## src/rtc_pkg.sv

```systemverilog
`default_nettype none
package rtc_pkg;
	// clock and timing
	localparam longint CLK_HZ      = 25_000_000;
	localparam longint ADJ_MIN_US  = 100;
	localparam int     ADJ_MIN_CYC = int'((ADJ_MIN_US * CLK_HZ + 64'd999_999) / 64'd1_000_000);
	localparam int     ADJ_CNT_W   = 12;
	localparam int     XTAL_HZ     = 32_768;
	localparam int     PRE_W       = 15;
	localparam int     TAP_16HZ    = 10;
	localparam int     TAP_1HZ     = 14;

	// locations
	localparam logic [3:0] ADDR_SEC_U  = 4'h0;
	localparam logic [3:0] ADDR_SEC_T  = 4'h1;
	localparam logic [3:0] ADDR_MIN_U  = 4'h2;
	localparam logic [3:0] ADDR_MIN_T  = 4'h3;
	localparam logic [3:0] ADDR_HR_U   = 4'h4;
	localparam logic [3:0] ADDR_HR_T   = 4'h5;
	localparam logic [3:0] ADDR_WDAY   = 4'h6;
	localparam logic [3:0] ADDR_DAY_U  = 4'h7;
	localparam logic [3:0] ADDR_DAY_T  = 4'h8;
	localparam logic [3:0] ADDR_MON_U  = 4'h9;
	localparam logic [3:0] ADDR_MON_T  = 4'ha;
	localparam logic [3:0] ADDR_HSEL   = 4'ha;
	localparam logic [3:0] ADDR_YR_U   = 4'hb;
	localparam logic [3:0] ADDR_LEAP   = 4'hb;
	localparam logic [3:0] ADDR_YR_T   = 4'hc;
	localparam logic [3:0] ADDR_MODE   = 4'hd;
	localparam logic [3:0] ADDR_TEST   = 4'he;
	localparam logic [3:0] ADDR_CLRCTL = 4'hf;
	localparam int         NUM_CNT     = 13;

	// mode register fields
	localparam int MODE_TIMER_BIT = 3;
	localparam int MODE_ALARM_BIT = 2;

	// clear and clock output control fields
	localparam int CLR_ALARM_BIT  = 0;
	localparam int CLR_PRE_BIT    = 1;
	localparam int CLK16_OFF_BIT  = 2;
	localparam int CLK1_OFF_BIT   = 3;

	// hours tens fields
	localparam int HR_PM_BIT      = 1;

	// bank codes
	typedef enum logic [1:0] {
		BANK_TIME  = 2'b00,
		BANK_ALARM = 2'b01,
		BANK_RAM0  = 2'b10,
		BANK_RAM1  = 2'b11
	} bank_t;

	// storage
	localparam int RAM_WORDS    = 26;
	localparam int RAM_PER_BANK = 13;

	// reset values
	localparam logic [3:0] MODE_RST   = 4'h0;
	localparam logic [1:0] CLKOFF_RST = 2'b11;
	localparam logic       HSEL_RST   = 1'b1;
	localparam logic [1:0] LEAP_RST   = 2'b00;
	localparam logic [3:0] DAY_U_RST  = 4'h1;
	localparam logic [3:0] MON_U_RST  = 4'h1;
endpackage : rtc_pkg
`default_nettype wire

```

## src/bcd_calendar_clock_bus_port.sv

```systemverilog
// Behaviour
// (RQ1) accesses count only with high select high and low select low
// (RQ2) rounding input in seconds 0..29 clears seconds, minutes kept
// (RQ3) rounding input in seconds 30..59 clears seconds and adds one minute
// (RQ4) rounding input is level detected and must stay high 100 us
// (RQ5) selected read strobe drives the addressed nibble onto the data lines
// (RQ6) write strobe stores the data nibble at the four-bit address
// (RQ7) one open-drain active-low output: alarm, 16 Hz or 1 Hz clock
// (RQ8) bank 00 maps addresses 0..C to the time and date counters
// (RQ9) all time and calendar counters are BCD, one digit per nibble
// (RQ10) unused bits ignore writes and read back zero
// (RQ11) address D is mode: timer enable, alarm enable, bank select
// (RQ12) in 12-hour system hours tens bit 1 flags afternoon
// (RQ13) bank 01 holds alarm digits at 2..8, hour system A, leap B
// (RQ14) four data lines and four address lines move one nibble per access
// (RQ15) twenty-six general-purpose nibbles of storage in banks 10 and 11
// (RQ16) counters advance from a 32.768 kHz crystal timebase
// (RQ17) hour system bit 0 picks 12-hour when 0, 24-hour when 1
// (RQ18) leap counter steps with the year; zero means leap year
// (RQ19) writing bit 0 at F clears alarm registers and alarm flip-flop
// (RQ20) bit 1 at F clears prescaler; bits 2,3 low enable 16 Hz, 1 Hz
// (RQ21) seconds carry to minutes, hours, day, month, year with calendar limits
`default_nettype none
module bcd_calendar_clock_bus_port (
	// clock, reset, enable
	input  wire logic       clk_i,
	input  wire logic       srst_i,
	input  wire logic       ce_i,
	// bus port
	input  wire logic       chip_sel_i,
	input  wire logic       chip_sel_n_i,
	input  wire logic       rd_n_i,
	input  wire logic       wr_n_i,
	input  wire logic [3:0] location_select_i,
	input  wire logic [3:0] nibble_bus_i,
	output logic      [3:0] nibble_bus_o,
	output logic            nibble_bus_oe_o,
	// timebase
	input  wire logic       crystal_in_i,
	output logic            crystal_out_o,
	// seconds rounding
	input  wire logic       seconds_round_input_i,
	// open-drain alarm / clock
	output logic            alarm_o,
	output logic            alarm_oe_o
);

	// per-location writable bits; unused bits are forced to zero
	function automatic logic [3:0] bit_mask(input logic alarm_bank, input logic [3:0] a);
		logic [3:0] m;
		m = 4'hf;
		case (a)
			rtc_pkg::ADDR_SEC_U: m = alarm_bank ? 4'h0 : 4'hf;
			rtc_pkg::ADDR_SEC_T: m = alarm_bank ? 4'h0 : 4'h7;
			rtc_pkg::ADDR_MIN_T: m = 4'h7;
			rtc_pkg::ADDR_HR_T:  m = 4'h3;
			rtc_pkg::ADDR_WDAY:  m = 4'h7;
			rtc_pkg::ADDR_DAY_T: m = 4'h3;
			rtc_pkg::ADDR_MON_U: m = alarm_bank ? 4'h0 : 4'hf;
			rtc_pkg::ADDR_MON_T: m = 4'h1;
			rtc_pkg::ADDR_YR_U:  m = alarm_bank ? 4'h3 : 4'hf;
			rtc_pkg::ADDR_YR_T:  m = alarm_bank ? 4'h0 : 4'hf;
			default:             m = 4'hf;
		endcase
		return m;
	endfunction : bit_mask

	function automatic logic [6:0] to_bin(input logic [3:0] t, input logic [3:0] u);
		return 7'(7'(t) * 7'd10 + 7'(u));
	endfunction : to_bin

	function automatic logic [7:0] to_bcd(input logic [6:0] b);
		return {4'(b / 7'd10), 4'(b % 7'd10)};
	endfunction : to_bcd

	// storage
	logic [3:0]              tk_reg [0:rtc_pkg::NUM_CNT-1];
	logic [3:0]              tk_next [0:rtc_pkg::NUM_CNT-1];
	logic [3:0]              alm_reg [0:rtc_pkg::NUM_CNT-1];
	logic [3:0]              ram_reg [0:rtc_pkg::RAM_WORDS-1];
	logic [3:0]              mode_reg;
	logic [1:0]              clk_off_reg;
	logic                    hsel_reg;
	logic [1:0]              leap_reg;
	logic [1:0]              leap_next;
	logic [rtc_pkg::PRE_W-1:0] pre_reg;
	logic                    xtal_prev_reg;
	logic [rtc_pkg::ADJ_CNT_W-1:0] adj_cnt_reg;
	logic                    alarm_ff_reg;
	logic                    match_prev_reg;
	logic                    wr_prev_reg;
	logic [3:0]              wr_addr_reg;
	logic [3:0]              wr_data_reg;

	// decoded strobes and events
	logic                    selected;
	logic                    wr_active;
	logic                    wr_commit;
	logic                    xtal_rise;
	logic                    sec_tick;
	logic                    adj_fire;
	logic                    alarm_match;
	logic [3:0]              rd_data;
	logic [3:0]              wr_masked;
	logic                    wr_cnt;
	logic                    wr_alm;
	logic                    wr_ram;
	logic                    clr_alarm;
	logic                    clr_pre;
	logic [4:0]              ram_idx;
	rtc_pkg::bank_t          bank;

	assign bank      = rtc_pkg::bank_t'(mode_reg[1:0]);
	assign selected  = chip_sel_i & ~chip_sel_n_i; // see (RQ1)
	assign wr_active = selected & ~wr_n_i;
	// data may arrive late in the strobe, so commit on its release
	assign wr_commit = wr_prev_reg & ~wr_active; // see (RQ6)
	assign wr_masked = wr_data_reg & bit_mask(bank == rtc_pkg::BANK_ALARM, wr_addr_reg); // see (RQ10)
	assign wr_cnt    = wr_commit && bank == rtc_pkg::BANK_TIME && wr_addr_reg <= rtc_pkg::ADDR_YR_T;
	assign wr_alm    = wr_commit && bank == rtc_pkg::BANK_ALARM && wr_addr_reg <= rtc_pkg::ADDR_YR_T;
	assign wr_ram    = wr_commit && bank[1] && wr_addr_reg <= rtc_pkg::ADDR_YR_T;
	assign clr_alarm = wr_commit && wr_addr_reg == rtc_pkg::ADDR_CLRCTL && wr_data_reg[rtc_pkg::CLR_ALARM_BIT];
	assign clr_pre   = wr_commit && wr_addr_reg == rtc_pkg::ADDR_CLRCTL && wr_data_reg[rtc_pkg::CLR_PRE_BIT];
	assign ram_idx   = 5'(wr_addr_reg) + (bank[0] ? 5'(rtc_pkg::RAM_PER_BANK) : 5'd0); // see (RQ15)
	assign xtal_rise = crystal_in_i & ~xtal_prev_reg;
	assign sec_tick  = xtal_rise && (&pre_reg) && mode_reg[rtc_pkg::MODE_TIMER_BIT]; // see (RQ16)
	assign adj_fire  = seconds_round_input_i && adj_cnt_reg == rtc_pkg::ADJ_CNT_W'(rtc_pkg::ADJ_MIN_CYC - 1);

	// bus strobe tracking; address and data follow the bus during the strobe
	always_ff @(posedge clk_i) begin
		if (srst_i) begin
			wr_prev_reg <= 1'b0;
			wr_addr_reg <= 4'h0;
			wr_data_reg <= 4'h0;
		end else if (ce_i) begin
			wr_prev_reg <= wr_active;
			if (wr_active) begin
				wr_addr_reg <= location_select_i; // see (RQ14)
				wr_data_reg <= nibble_bus_i;
			end
		end
	end

	// crystal edge detect and fifteen-stage prescaler
	always_ff @(posedge clk_i) begin
		if (srst_i) begin
			xtal_prev_reg <= 1'b0;
			pre_reg       <= '0;
			crystal_out_o <= 1'b1;
		end else if (ce_i) begin
			xtal_prev_reg <= crystal_in_i;
			crystal_out_o <= ~crystal_in_i;
			if (clr_pre) begin
				pre_reg <= '0; // see (RQ20)
			end else if (xtal_rise) begin
				pre_reg <= pre_reg + 1'b1; // see (RQ16)
			end
		end
	end

	// rounding input: one shot per high level, only after the minimum hold
	always_ff @(posedge clk_i) begin
		if (srst_i) begin
			adj_cnt_reg <= '0;
		end else if (ce_i) begin
			if (!seconds_round_input_i) begin
				adj_cnt_reg <= '0;
			end else if (adj_cnt_reg != rtc_pkg::ADJ_CNT_W'(rtc_pkg::ADJ_MIN_CYC)) begin
				adj_cnt_reg <= adj_cnt_reg + 1'b1; // see (RQ4)
			end
		end
	end

	// carry chain worked in binary and written back as bcd digits
	always_comb begin
		logic [6:0] s;
		logic [6:0] m;
		logic [6:0] h;
		logic [6:0] d;
		logic [6:0] mo;
		logic [6:0] y;
		logic [6:0] dmax;
		logic [3:0] wd;
		logic       pm;
		logic       c_min;
		logic       c_hr;
		logic       c_day;
		logic       c_mon;
		logic       c_yr;
		logic [7:0] bcd;
		dmax  = 7'd31;
		bcd   = 8'h00;
		s     = to_bin(tk_reg[rtc_pkg::ADDR_SEC_T], tk_reg[rtc_pkg::ADDR_SEC_U]);
		m     = to_bin(tk_reg[rtc_pkg::ADDR_MIN_T], tk_reg[rtc_pkg::ADDR_MIN_U]);
		d     = to_bin(tk_reg[rtc_pkg::ADDR_DAY_T], tk_reg[rtc_pkg::ADDR_DAY_U]);
		mo    = to_bin(tk_reg[rtc_pkg::ADDR_MON_T], tk_reg[rtc_pkg::ADDR_MON_U]);
		y     = to_bin(tk_reg[rtc_pkg::ADDR_YR_T], tk_reg[rtc_pkg::ADDR_YR_U]);
		wd    = tk_reg[rtc_pkg::ADDR_WDAY];
		pm    = tk_reg[rtc_pkg::ADDR_HR_T][rtc_pkg::HR_PM_BIT];
		h     = hsel_reg ? to_bin({2'b00, tk_reg[rtc_pkg::ADDR_HR_T][1:0]}, tk_reg[rtc_pkg::ADDR_HR_U])
		                 : to_bin({3'b000, tk_reg[rtc_pkg::ADDR_HR_T][0]}, tk_reg[rtc_pkg::ADDR_HR_U]);
		c_min = 1'b0;
		c_hr  = 1'b0;
		c_day = 1'b0;
		c_mon = 1'b0;
		c_yr  = 1'b0;
		for (int i = 0; i < rtc_pkg::NUM_CNT; i++) begin
			tk_next[i] = tk_reg[i];
		end
		leap_next = leap_reg;
		// rounding takes priority over a coincident second tick
		if (adj_fire) begin
			c_min = (s >= 7'd30); // see (RQ3)
			s     = 7'd0; // see (RQ2)
		end else if (sec_tick) begin
			if (s >= 7'd59) begin
				s     = 7'd0;
				c_min = 1'b1; // see (RQ21)
			end else begin
				s = s + 7'd1;
			end
		end
		if (c_min) begin
			if (m >= 7'd59) begin
				m    = 7'd0;
				c_hr = 1'b1;
			end else begin
				m = m + 7'd1;
			end
		end
		if (c_hr) begin
			if (hsel_reg) begin
				if (h >= 7'd23) begin
					h     = 7'd0; // see (RQ17)
					c_day = 1'b1;
				end else begin
					h = h + 7'd1;
				end
			end else if (h == 7'd11) begin
				h     = 7'd12;
				c_day = pm; // 11 pm rolls into a new day
				pm    = ~pm; // see (RQ12)
			end else if (h >= 7'd12) begin
				h = 7'd1;
			end else begin
				h = h + 7'd1;
			end
		end
		// month length, february follows the leap counter
		case (mo)
			7'd2:                      dmax = (leap_reg == 2'b00) ? 7'd29 : 7'd28; // see (RQ18)
			7'd4, 7'd6, 7'd9, 7'd11:   dmax = 7'd30;
			default:                   dmax = 7'd31;
		endcase
		if (c_day) begin
			wd = (wd >= 4'd6) ? 4'd0 : wd + 4'd1;
			if (d >= dmax) begin
				d     = 7'd1;
				c_mon = 1'b1;
			end else begin
				d = d + 7'd1;
			end
		end
		if (c_mon) begin
			if (mo >= 7'd12) begin
				mo   = 7'd1;
				c_yr = 1'b1;
			end else begin
				mo = mo + 7'd1;
			end
		end
		if (c_yr) begin
			y         = (y >= 7'd99) ? 7'd0 : y + 7'd1;
			leap_next = leap_reg + 2'b01; // see (RQ18)
		end
		// write back as bcd digits
		bcd = to_bcd(s);
		tk_next[rtc_pkg::ADDR_SEC_T] = bcd[7:4]; // see (RQ9)
		tk_next[rtc_pkg::ADDR_SEC_U] = bcd[3:0];
		bcd = to_bcd(m);
		tk_next[rtc_pkg::ADDR_MIN_T] = bcd[7:4];
		tk_next[rtc_pkg::ADDR_MIN_U] = bcd[3:0];
		bcd = to_bcd(h);
		tk_next[rtc_pkg::ADDR_HR_T]  = hsel_reg ? {2'b00, bcd[5:4]} : {2'b00, pm, bcd[4]};
		tk_next[rtc_pkg::ADDR_HR_U]  = bcd[3:0];
		tk_next[rtc_pkg::ADDR_WDAY]  = wd;
		bcd = to_bcd(d);
		tk_next[rtc_pkg::ADDR_DAY_T] = bcd[7:4];
		tk_next[rtc_pkg::ADDR_DAY_U] = bcd[3:0];
		bcd = to_bcd(mo);
		tk_next[rtc_pkg::ADDR_MON_T] = bcd[7:4];
		tk_next[rtc_pkg::ADDR_MON_U] = bcd[3:0];
		bcd = to_bcd(y);
		tk_next[rtc_pkg::ADDR_YR_T]  = bcd[7:4];
		tk_next[rtc_pkg::ADDR_YR_U]  = bcd[3:0];
	end

	// per-digit counters and alarm digits; a host write wins over the carry chain
	for (genvar i = 0; i < rtc_pkg::NUM_CNT; i++) begin : g_digit
		localparam logic [3:0] ADDR = 4'(i);
		always_ff @(posedge clk_i) begin
			if (srst_i) begin
				tk_reg[i]  <= (ADDR == rtc_pkg::ADDR_DAY_U) ? rtc_pkg::DAY_U_RST
				            : (ADDR == rtc_pkg::ADDR_MON_U) ? rtc_pkg::MON_U_RST : 4'h0;
				alm_reg[i] <= 4'h0;
			end else if (ce_i) begin
				if (wr_cnt && wr_addr_reg == ADDR) begin
					tk_reg[i] <= wr_masked; // see (RQ8)
				end else begin
					tk_reg[i] <= tk_next[i];
				end
				if (clr_alarm) begin
					alm_reg[i] <= 4'h0; // see (RQ19)
				end else if (wr_alm && wr_addr_reg == ADDR && ADDR >= rtc_pkg::ADDR_MIN_U
				             && ADDR <= rtc_pkg::ADDR_DAY_T) begin
					alm_reg[i] <= wr_masked; // see (RQ13)
				end
			end
		end
	end

	// mode, clock output control, hour system, leap counter
	always_ff @(posedge clk_i) begin
		if (srst_i) begin
			mode_reg    <= rtc_pkg::MODE_RST;
			clk_off_reg <= rtc_pkg::CLKOFF_RST;
			hsel_reg    <= rtc_pkg::HSEL_RST;
			leap_reg    <= rtc_pkg::LEAP_RST;
		end else if (ce_i) begin
			if (wr_commit && wr_addr_reg == rtc_pkg::ADDR_MODE) begin
				mode_reg <= wr_data_reg; // see (RQ11)
			end
			if (wr_commit && wr_addr_reg == rtc_pkg::ADDR_CLRCTL) begin
				clk_off_reg <= {wr_data_reg[rtc_pkg::CLK1_OFF_BIT], wr_data_reg[rtc_pkg::CLK16_OFF_BIT]}; // see (RQ20)
			end
			if (wr_alm && wr_addr_reg == rtc_pkg::ADDR_HSEL) begin
				hsel_reg <= wr_masked[0]; // see (RQ17)
			end
			if (wr_alm && wr_addr_reg == rtc_pkg::ADDR_LEAP) begin
				leap_reg <= wr_masked[1:0]; // see (RQ13)
			end else begin
				leap_reg <= leap_next;
			end
		end
	end

	// general-purpose storage
	always_ff @(posedge clk_i) begin
		if (srst_i) begin
			for (int i = 0; i < rtc_pkg::RAM_WORDS; i++) begin
				ram_reg[i] <= 4'h0;
			end
		end else if (ce_i && wr_ram) begin
			ram_reg[ram_idx] <= wr_data_reg; // see (RQ15)
		end
	end

	// alarm compares minutes through day digits
	always_comb begin
		alarm_match = 1'b1;
		for (int i = rtc_pkg::ADDR_MIN_U; i <= rtc_pkg::ADDR_DAY_T; i++) begin
			if (alm_reg[i] != tk_reg[i]) begin
				alarm_match = 1'b0;
			end
		end
	end

	// alarm flip-flop; a fresh match wins over a same-cycle clear
	always_ff @(posedge clk_i) begin
		if (srst_i) begin
			match_prev_reg <= 1'b0;
			alarm_ff_reg   <= 1'b0;
		end else if (ce_i) begin
			match_prev_reg <= alarm_match;
			if (alarm_match && !match_prev_reg) begin
				alarm_ff_reg <= 1'b1;
			end else if (clr_alarm) begin
				alarm_ff_reg <= 1'b0; // see (RQ19)
			end
		end
	end

	// read mux; E and F are write-only and read zero
	always_comb begin
		logic [4:0] ridx;
		ridx    = 5'(location_select_i) + (bank[0] ? 5'(rtc_pkg::RAM_PER_BANK) : 5'd0);
		rd_data = 4'h0;
		if (location_select_i == rtc_pkg::ADDR_MODE) begin
			rd_data = mode_reg; // see (RQ11)
		end else if (location_select_i <= rtc_pkg::ADDR_YR_T) begin
			case (bank)
				rtc_pkg::BANK_TIME:  rd_data = tk_reg[location_select_i]; // see (RQ8)
				rtc_pkg::BANK_ALARM: begin
					if (location_select_i == rtc_pkg::ADDR_HSEL) begin
						rd_data = {3'b000, hsel_reg};
					end else if (location_select_i == rtc_pkg::ADDR_LEAP) begin
						rd_data = {2'b00, leap_reg};
					end else begin
						rd_data = alm_reg[location_select_i] & bit_mask(1'b1, location_select_i); // see (RQ10)
					end
				end
				default:             rd_data = ram_reg[ridx];
			endcase
		end
	end

	// registered pins; the open-drain output only ever pulls low
	always_ff @(posedge clk_i) begin
		if (srst_i) begin
			nibble_bus_o    <= 4'h0;
			nibble_bus_oe_o <= 1'b0;
			alarm_o         <= 1'b0;
			alarm_oe_o      <= 1'b0;
		end else if (ce_i) begin
			nibble_bus_o    <= rd_data;
			nibble_bus_oe_o <= selected & ~rd_n_i; // see (RQ5)
			alarm_o         <= 1'b0;
			alarm_oe_o      <= (mode_reg[rtc_pkg::MODE_ALARM_BIT] & alarm_ff_reg)
			                 | (~clk_off_reg[0] & ~pre_reg[rtc_pkg::TAP_16HZ])
			                 | (~clk_off_reg[1] & ~pre_reg[rtc_pkg::TAP_1HZ]); // see (RQ7)
		end
	end

endmodule : bcd_calendar_clock_bus_port
`default_nettype wire

```

## config.mk

```make
export PLATFORM = sky130hd
export DESIGN_NAME = bcd_calendar_clock_bus_port
export DESIGN_NICKNAME = d
export VERILOG_FILES = /design/src/rtc_pkg.sv /design/src/bcd_calendar_clock_bus_port.sv
export SDC_FILE = /design/constraint.sdc
export NUM_CORES = 1
export LEC_CHECK = 0
export ABC_AREA = 1
export BUFFER_PORTS_ARGS = -buffer_cell sky130_fd_sc_hd__buf_2
export CAP_MARGIN = 40
export CELL_PAD_IN_SITES_DETAIL_PLACEMENT = 0
export CELL_PAD_IN_SITES_GLOBAL_PLACEMENT = 1
export CORE_ASPECT_RATIO = 1.75
export CORE_MARGIN = 2
export CORE_UTILIZATION = 52
export CTS_CLUSTER_SIZE = 8
export DETAILED_ROUTE_END_ITERATION = 10
export GPL_TIMING_DRIVEN = 0
export PLACE_DENSITY_LB_ADDON = 0.3
export SLEW_MARGIN = 20
export SYNTH_ARGS = -nofsm -noshare
export SYNTH_HDL_FRONTEND = slang
export SYNTH_SLANG_ARGS = --single-unit
```

## constraint.sdc

```tcl
create_clock -name clk_i -period 8.6 [get_ports clk_i]
set_clock_uncertainty 0.2 [all_clocks]
set_input_delay 2.15 -clock clk_i [delete_from_list [all_inputs] [get_ports clk_i]]
set_output_delay 2.15 -clock clk_i [all_outputs]
set_load 0.05 [all_outputs]
```

# ---- After elaboration in Yosys (flattened, before gate mapping)
# Memory sizes are Yosys's and may differ from the RTL's.
# Cells that the tools add are included.
dict set report word_totals {
  ram_bits 208
  input_bits 17
  memories 4
  ff_bits 55
  romBits 64
}
dict set report op_classes {
  n_eq_ne 34
  n_reduce_logical 58
  n_lt_le_gt_ge 11
  n_div 12
  n_mul 7
  n_bitwise 69
  n_mux 264
  add_sub_neg 19
}
# memory words word_bits read_ports rd_ports_with_merged_regs wr line
set mem_list {}
lappend mem_list {ram_reg 26 4 1 0 26 bcd_calendar_clock_bus_port.sv:80} ;# logic [3:0] ram_reg [0:rtc_pkg::RAM_WORDS-1];
lappend mem_list {{(no name shown)} 16 4 1 0 0 bcd_calendar_clock_bus_port.sv:52} ;# case (a)
lappend mem_list {alm_reg 13 4 8 0 13 bcd_calendar_clock_bus_port.sv:79} ;# logic [3:0] alm_reg [0:rtc_pkg::NUM_CNT-1];
lappend mem_list {tk_reg 13 4 14 0 13 bcd_calendar_clock_bus_port.sv:77} ;# logic [3:0] tk_reg [0:rtc_pkg::NUM_CNT-1];
# cell count
set op_table {}
lappend op_table {{$mux W4} 61}
lappend op_table {{$mux W1} 174}
lappend op_table {{$mux W7} 17}
lappend op_table {{$or A1 B1 Y1} 48}
lappend op_table {{$add A7 B1 Y7 const B} 6}
lappend op_table {{$div A7 B4 Y7 const B} 6}
lappend op_table {{$mod A7 B4 Y7 const B} 6}
lappend op_table {{$eq A4 B4 Y1 const B} 10}
lappend op_table {{$logic_and A1 B1 Y1} 37}
lappend op_table {{$add A7 B4 Y7} 5}
lappend op_table {{$mul A4 B3 Y6 const B} 5}
lappend op_table {{$mux W15} 2}
lappend op_table {{$ne A4 B4 Y1} 7}
lappend op_table {{$mux W12} 2}
lappend op_table {{$pmux W4 S6} 1}
lappend op_table {{$eq A7 B4 Y1 const B} 3}
lappend op_table {{$eq A4 B3 Y1 const B} 4}
lappend op_table {{$reduce_and A2 Y1} 8}
lappend op_table {{$add A15 B1 Y15 const B} 1}
lappend op_table {{$reduce_and A15 Y1} 1}
lappend op_table {{$eq A7 B3 Y1 const B} 2}
lappend op_table {{$ge A7 B4 Y1 const B} 2}
lappend op_table {{$ge A7 B5 Y1 const B} 2}
lappend op_table {{$ge A7 B6 Y1 const B} 2}
lappend op_table {{other kinds (35)} 62}

# ---- Logic depth before layout (Yosys ltp)
dict set report depth {
  word_depth 14
  depth_mapped 48
}

# ---- Worst setup path after synthesis
# OpenSTA, ideal clock, no wires.
dict set report synth_path {
  kind {register to register}
  from {mem tk_reg[10][1]}
  to {mem tk_reg[7][2] (data pin)}
  setup_ns 0.252
  setup_slack_ns 2.773
  synth_period_minus_slack_ns 5.827
  path_buffers 0
  stages_incl_launch_ff 44
  arrival_time_ns 5.375
  cell_sequence {edfxtp_1 ha_1 ha_1 inv_1 fa_1 xor2_1 or2_1 nor2_1 o21ai_2 inv_1 nand2_1 o41ai_1 inv_1 ha_1 o21ai_0 a21oi_1 a21oi_1 nand2_2 (+8 left out) nand2_1 nand2_1 nand2_1 inv_1 ha_1 nand2_1 nand3_2 nand2_2 nand2_1 nand2_1 ha_1 inv_1 nand2_1 nand3_2 nand2_1 nand2_1 nand2_1 nand2_1}
}
# element line
set synth_rtl {}
lappend synth_rtl {{from (decl)} bcd_calendar_clock_bus_port.sv:77}

==> results.toml <==
[setup_path]
cp.required_ns = 8.68
start_kind = "flop"
reg2reg_depth = 41
cp_max_fo = 8
slowest_delay_ns = 0.49
crit_path_top_delay_cell = "edfxtp_1"
cpMostUsedCell = "nand2_1"
end_kind = "flop"
arrival_ns = 6.96
startpoint = "tk_reg[10][1]"
rrSetupSlack_ns = 1.71
worstReg2RegEnd = "tk_reg[11][2]"
critical_path_class = "flop to flop"
crit-reg2reg-launch = "tk_reg[10][1]"

[timing]
slew_viol_final = 0
finalHoldViolCount = 0
fmax_ghz = 0.145
relSlewSlack = 0.393
rsz0062_at_grt = "false"
setup_viol = 0
tightest_slew_ns = 0.910
min_period_ns = 6.89
min_period_over_period = 0.801
layout_setup_ws_ns = 1.71
setup_tns_ns = 0

[place]
post-dp-hpwl_um = 45600
pre_cts_ws_ns = 1.77
dpl_cell_area_mm2 = 0.0187
io_buffers = 22
gp_congestion = 0.990
placedCellCount = 2820

[clocking]
postCtsSetupBuffers = 0
root_buffer = "clkbuf_16"
numCtsBuffers = 38
clkLatencyLatePin_ns = 0.54
htreeDepth = 2
cts_max_path_buffers = 3
ctsHoldBuffers = 0
clk_pin_slew_ns = 0.05
cts.repair.resized = 0
tritoncts = "done"
numClockSinks = 263

[die]
die_w_um = 144
rows = 89
die_area_mm2 = 0.0359
initial_core_util = 0.529
io_pins = 25
core-area_mm2 = 0.0337
die_h_um = 249

[yosys]
synth-seq-cells = 263
async_flop_share = 0
synth_top_area_cell = "edfxtp_1"
synthTopCellsByCount = "505 x nand2_1, 319 x nor2_1, 262 x inv_1"
synthFlopType = "edfxtp_1"
synth_area_leaders = "edfxtp_1 35%, nand2_1 11%, nor2_1 6.7%"
synth_area_mm2 = 0.0178
synth_most_common_cell = "nand2_1"
yosys_warnings = 0
syn_area_per_cell_um2 = 7.67
synth_edf_count = 208
ys_seq_area_frac = 0.412
synth_top_area_share = 0.350
synth_cells = 2324
synth_cell_types = 60

[min_path]
min-delay-start = "pre_reg[13]"
min_to = "pre_reg[13]"
holdPathStages = 2
hp-class = "flop to flop"

[grt]
grt.total_usage = 0.324
grt_pass1_wl_um = 88100
antenna_found_initial = 0
grt_start_max_net_pins = 35
grt_pass1_vias = 16400
grt-ovfl-total = 0

[detailed_routing]
viasPerCell = 5.69
via_count = 16400
routed_wl_um = 58000
dr.pass1.iters = 6
drt_iter0_markers = 1003
drt.antenna.violating_nets = 0
wire_per_inst_um = 20.1
drc = 0

[outcome]
status = "finished clean"

[cells_and_area]
syn2layout_area_growth_pct = 11.1
stdcell_area_mm2 = 0.0198
largest_register_ffs = 128
n_antenna_cell = 0
drive_above_1_share = 0.0818
fin_cells = 2889
nets = 2520
nFillCells = 3132

[flow_run]
maxCapViolCount = 0

[pwr]
vdd_drop_max_v = 0.000464
leakagePower_nw = 8.33
pwr_density_cell_mw_per_mm2 = 348
kinds of logic (layout without fill, tap and decap cells):
family / after synthesis / count (layout) / synth area share
flip-flops: 263 / 263 / 0.412
other: 1 / 10 / 0.000210
XOR/XNOR: 54 / 54 / 0.0265
AND/OR/NAND/NOR: 1138 / 1138 / 0.279
AO/OA/AOI/OAI: 419 / 419 / 0.137
buffers and inverters: 356 / 457 / 0.0758
adder cells (fa/ha/maj): 93 / 93 / 0.0699
stage by stage:
step / utilization / hold WS (ns) / total power (W)
final: 0.587 / 0.252 / 0.00689
after global routing: 0.587 / 0.278 / 0.00749
after CTS: 0.586 / 0.253 / 0.00689
after detailed placement: 0.553 / 0.234 / 0.00549
after global placement: 0.550 / 0.233 / 0.00537
after floorplan: - / 0.223 / 0.00465
critical path: cells and delay by family (launching register included):
kind | cells | cell delay (ns)
adders and majority gates | 6 | 1.64
DFF | 1 | 0.49
buffers and inverters | 6 | 0.71
and+or+nand+nor | 22 | 2.54
AOI/OAI and AO/OA | 6 | 0.87
xor gates and xnor gates | 1 | 0.19
layout by cell type, fill, tap and decap left out, types with 6 or more instances in the layout:
cell,count
a211oi_1,8
a21oi_1,140
a22oi_1,15
a31oi_1,10
buf_2,26
buf_4,6
clkbuf_1,80
clkbuf_16,38
clkinv_1,7
conb_1,10
dfxtp_1,55
edfxtp_1,208
fa_1,11
ha_1,82
inv_1,261
inv_2,25
nand2_1,505
nand2_2,35
nand3_1,145
nand3_2,14
nand3b_1,10
nand4_1,28
nor2_1,319
nor3_1,24
nor3_2,6
nor4_1,13
o211ai_1,12
o21ai_0,139
o21ai_1,26
o21ai_2,8
o221ai_1,11
o22ai_1,7
o311ai_0,12
or2_2,11
xnor2_1,16
xor2_1,38
final cells by class:
class / count / area, µm² / area share
multi-input cells: 1714 / 9190 / 0.464
flip-flops and latches: 263 / 7350 / 0.371
clock inverters: 3 / 62.6 / 0.00316
plain buffers: 63 / 253 / 0.0128
well taps: 455 / 569 / 0.0287
inverters: 293 / 1100 / 0.0555
clock buffers: 61 / 1040 / 0.0524
repair buffers: 37 / 253 / 0.0128
report_power, final:
group	switching, W	leakage (nW)	internal [W]
Combinational	0.00255	5.24	0.00130
Clock	0.000568	0.521	0.000826
Sequential	0.000120	2.57	0.00152
metal layers:
| metal | part of all wire | global-route usage | vias up | routed length [µm] |
|---|---|---|---|---|
| met3 | 0.044 | 0.0433 | 211 | 2550 |
| met2 | 0.53 | 0.604 | 479 | 30900 |
| met1 | 0.34 | 0.310 | 7752 | 19500 |
| met5 | 0 | 0 | - | 0 |
| li1 | - | - | 7994 | - |
| met4 | 0.088 | 0.254 | 0 | 5100 |
worst max-delay path by stage:
stage | to | slack, ns | cells after the start
detailed placement | tk_reg[11][2] | 1.77 | 41
CTS | tk_reg[11][2] | 1.74 | 41
floorplan | tk_reg[7][2] | 2.77 | 43
finish | tk_reg[11][2] | 1.71 | 41
global route | tk_reg[7][2] | 1.08 | 43
global placement | tk_reg[7][2] | 1.88 | 43
(Power assumes the default switching activity.)
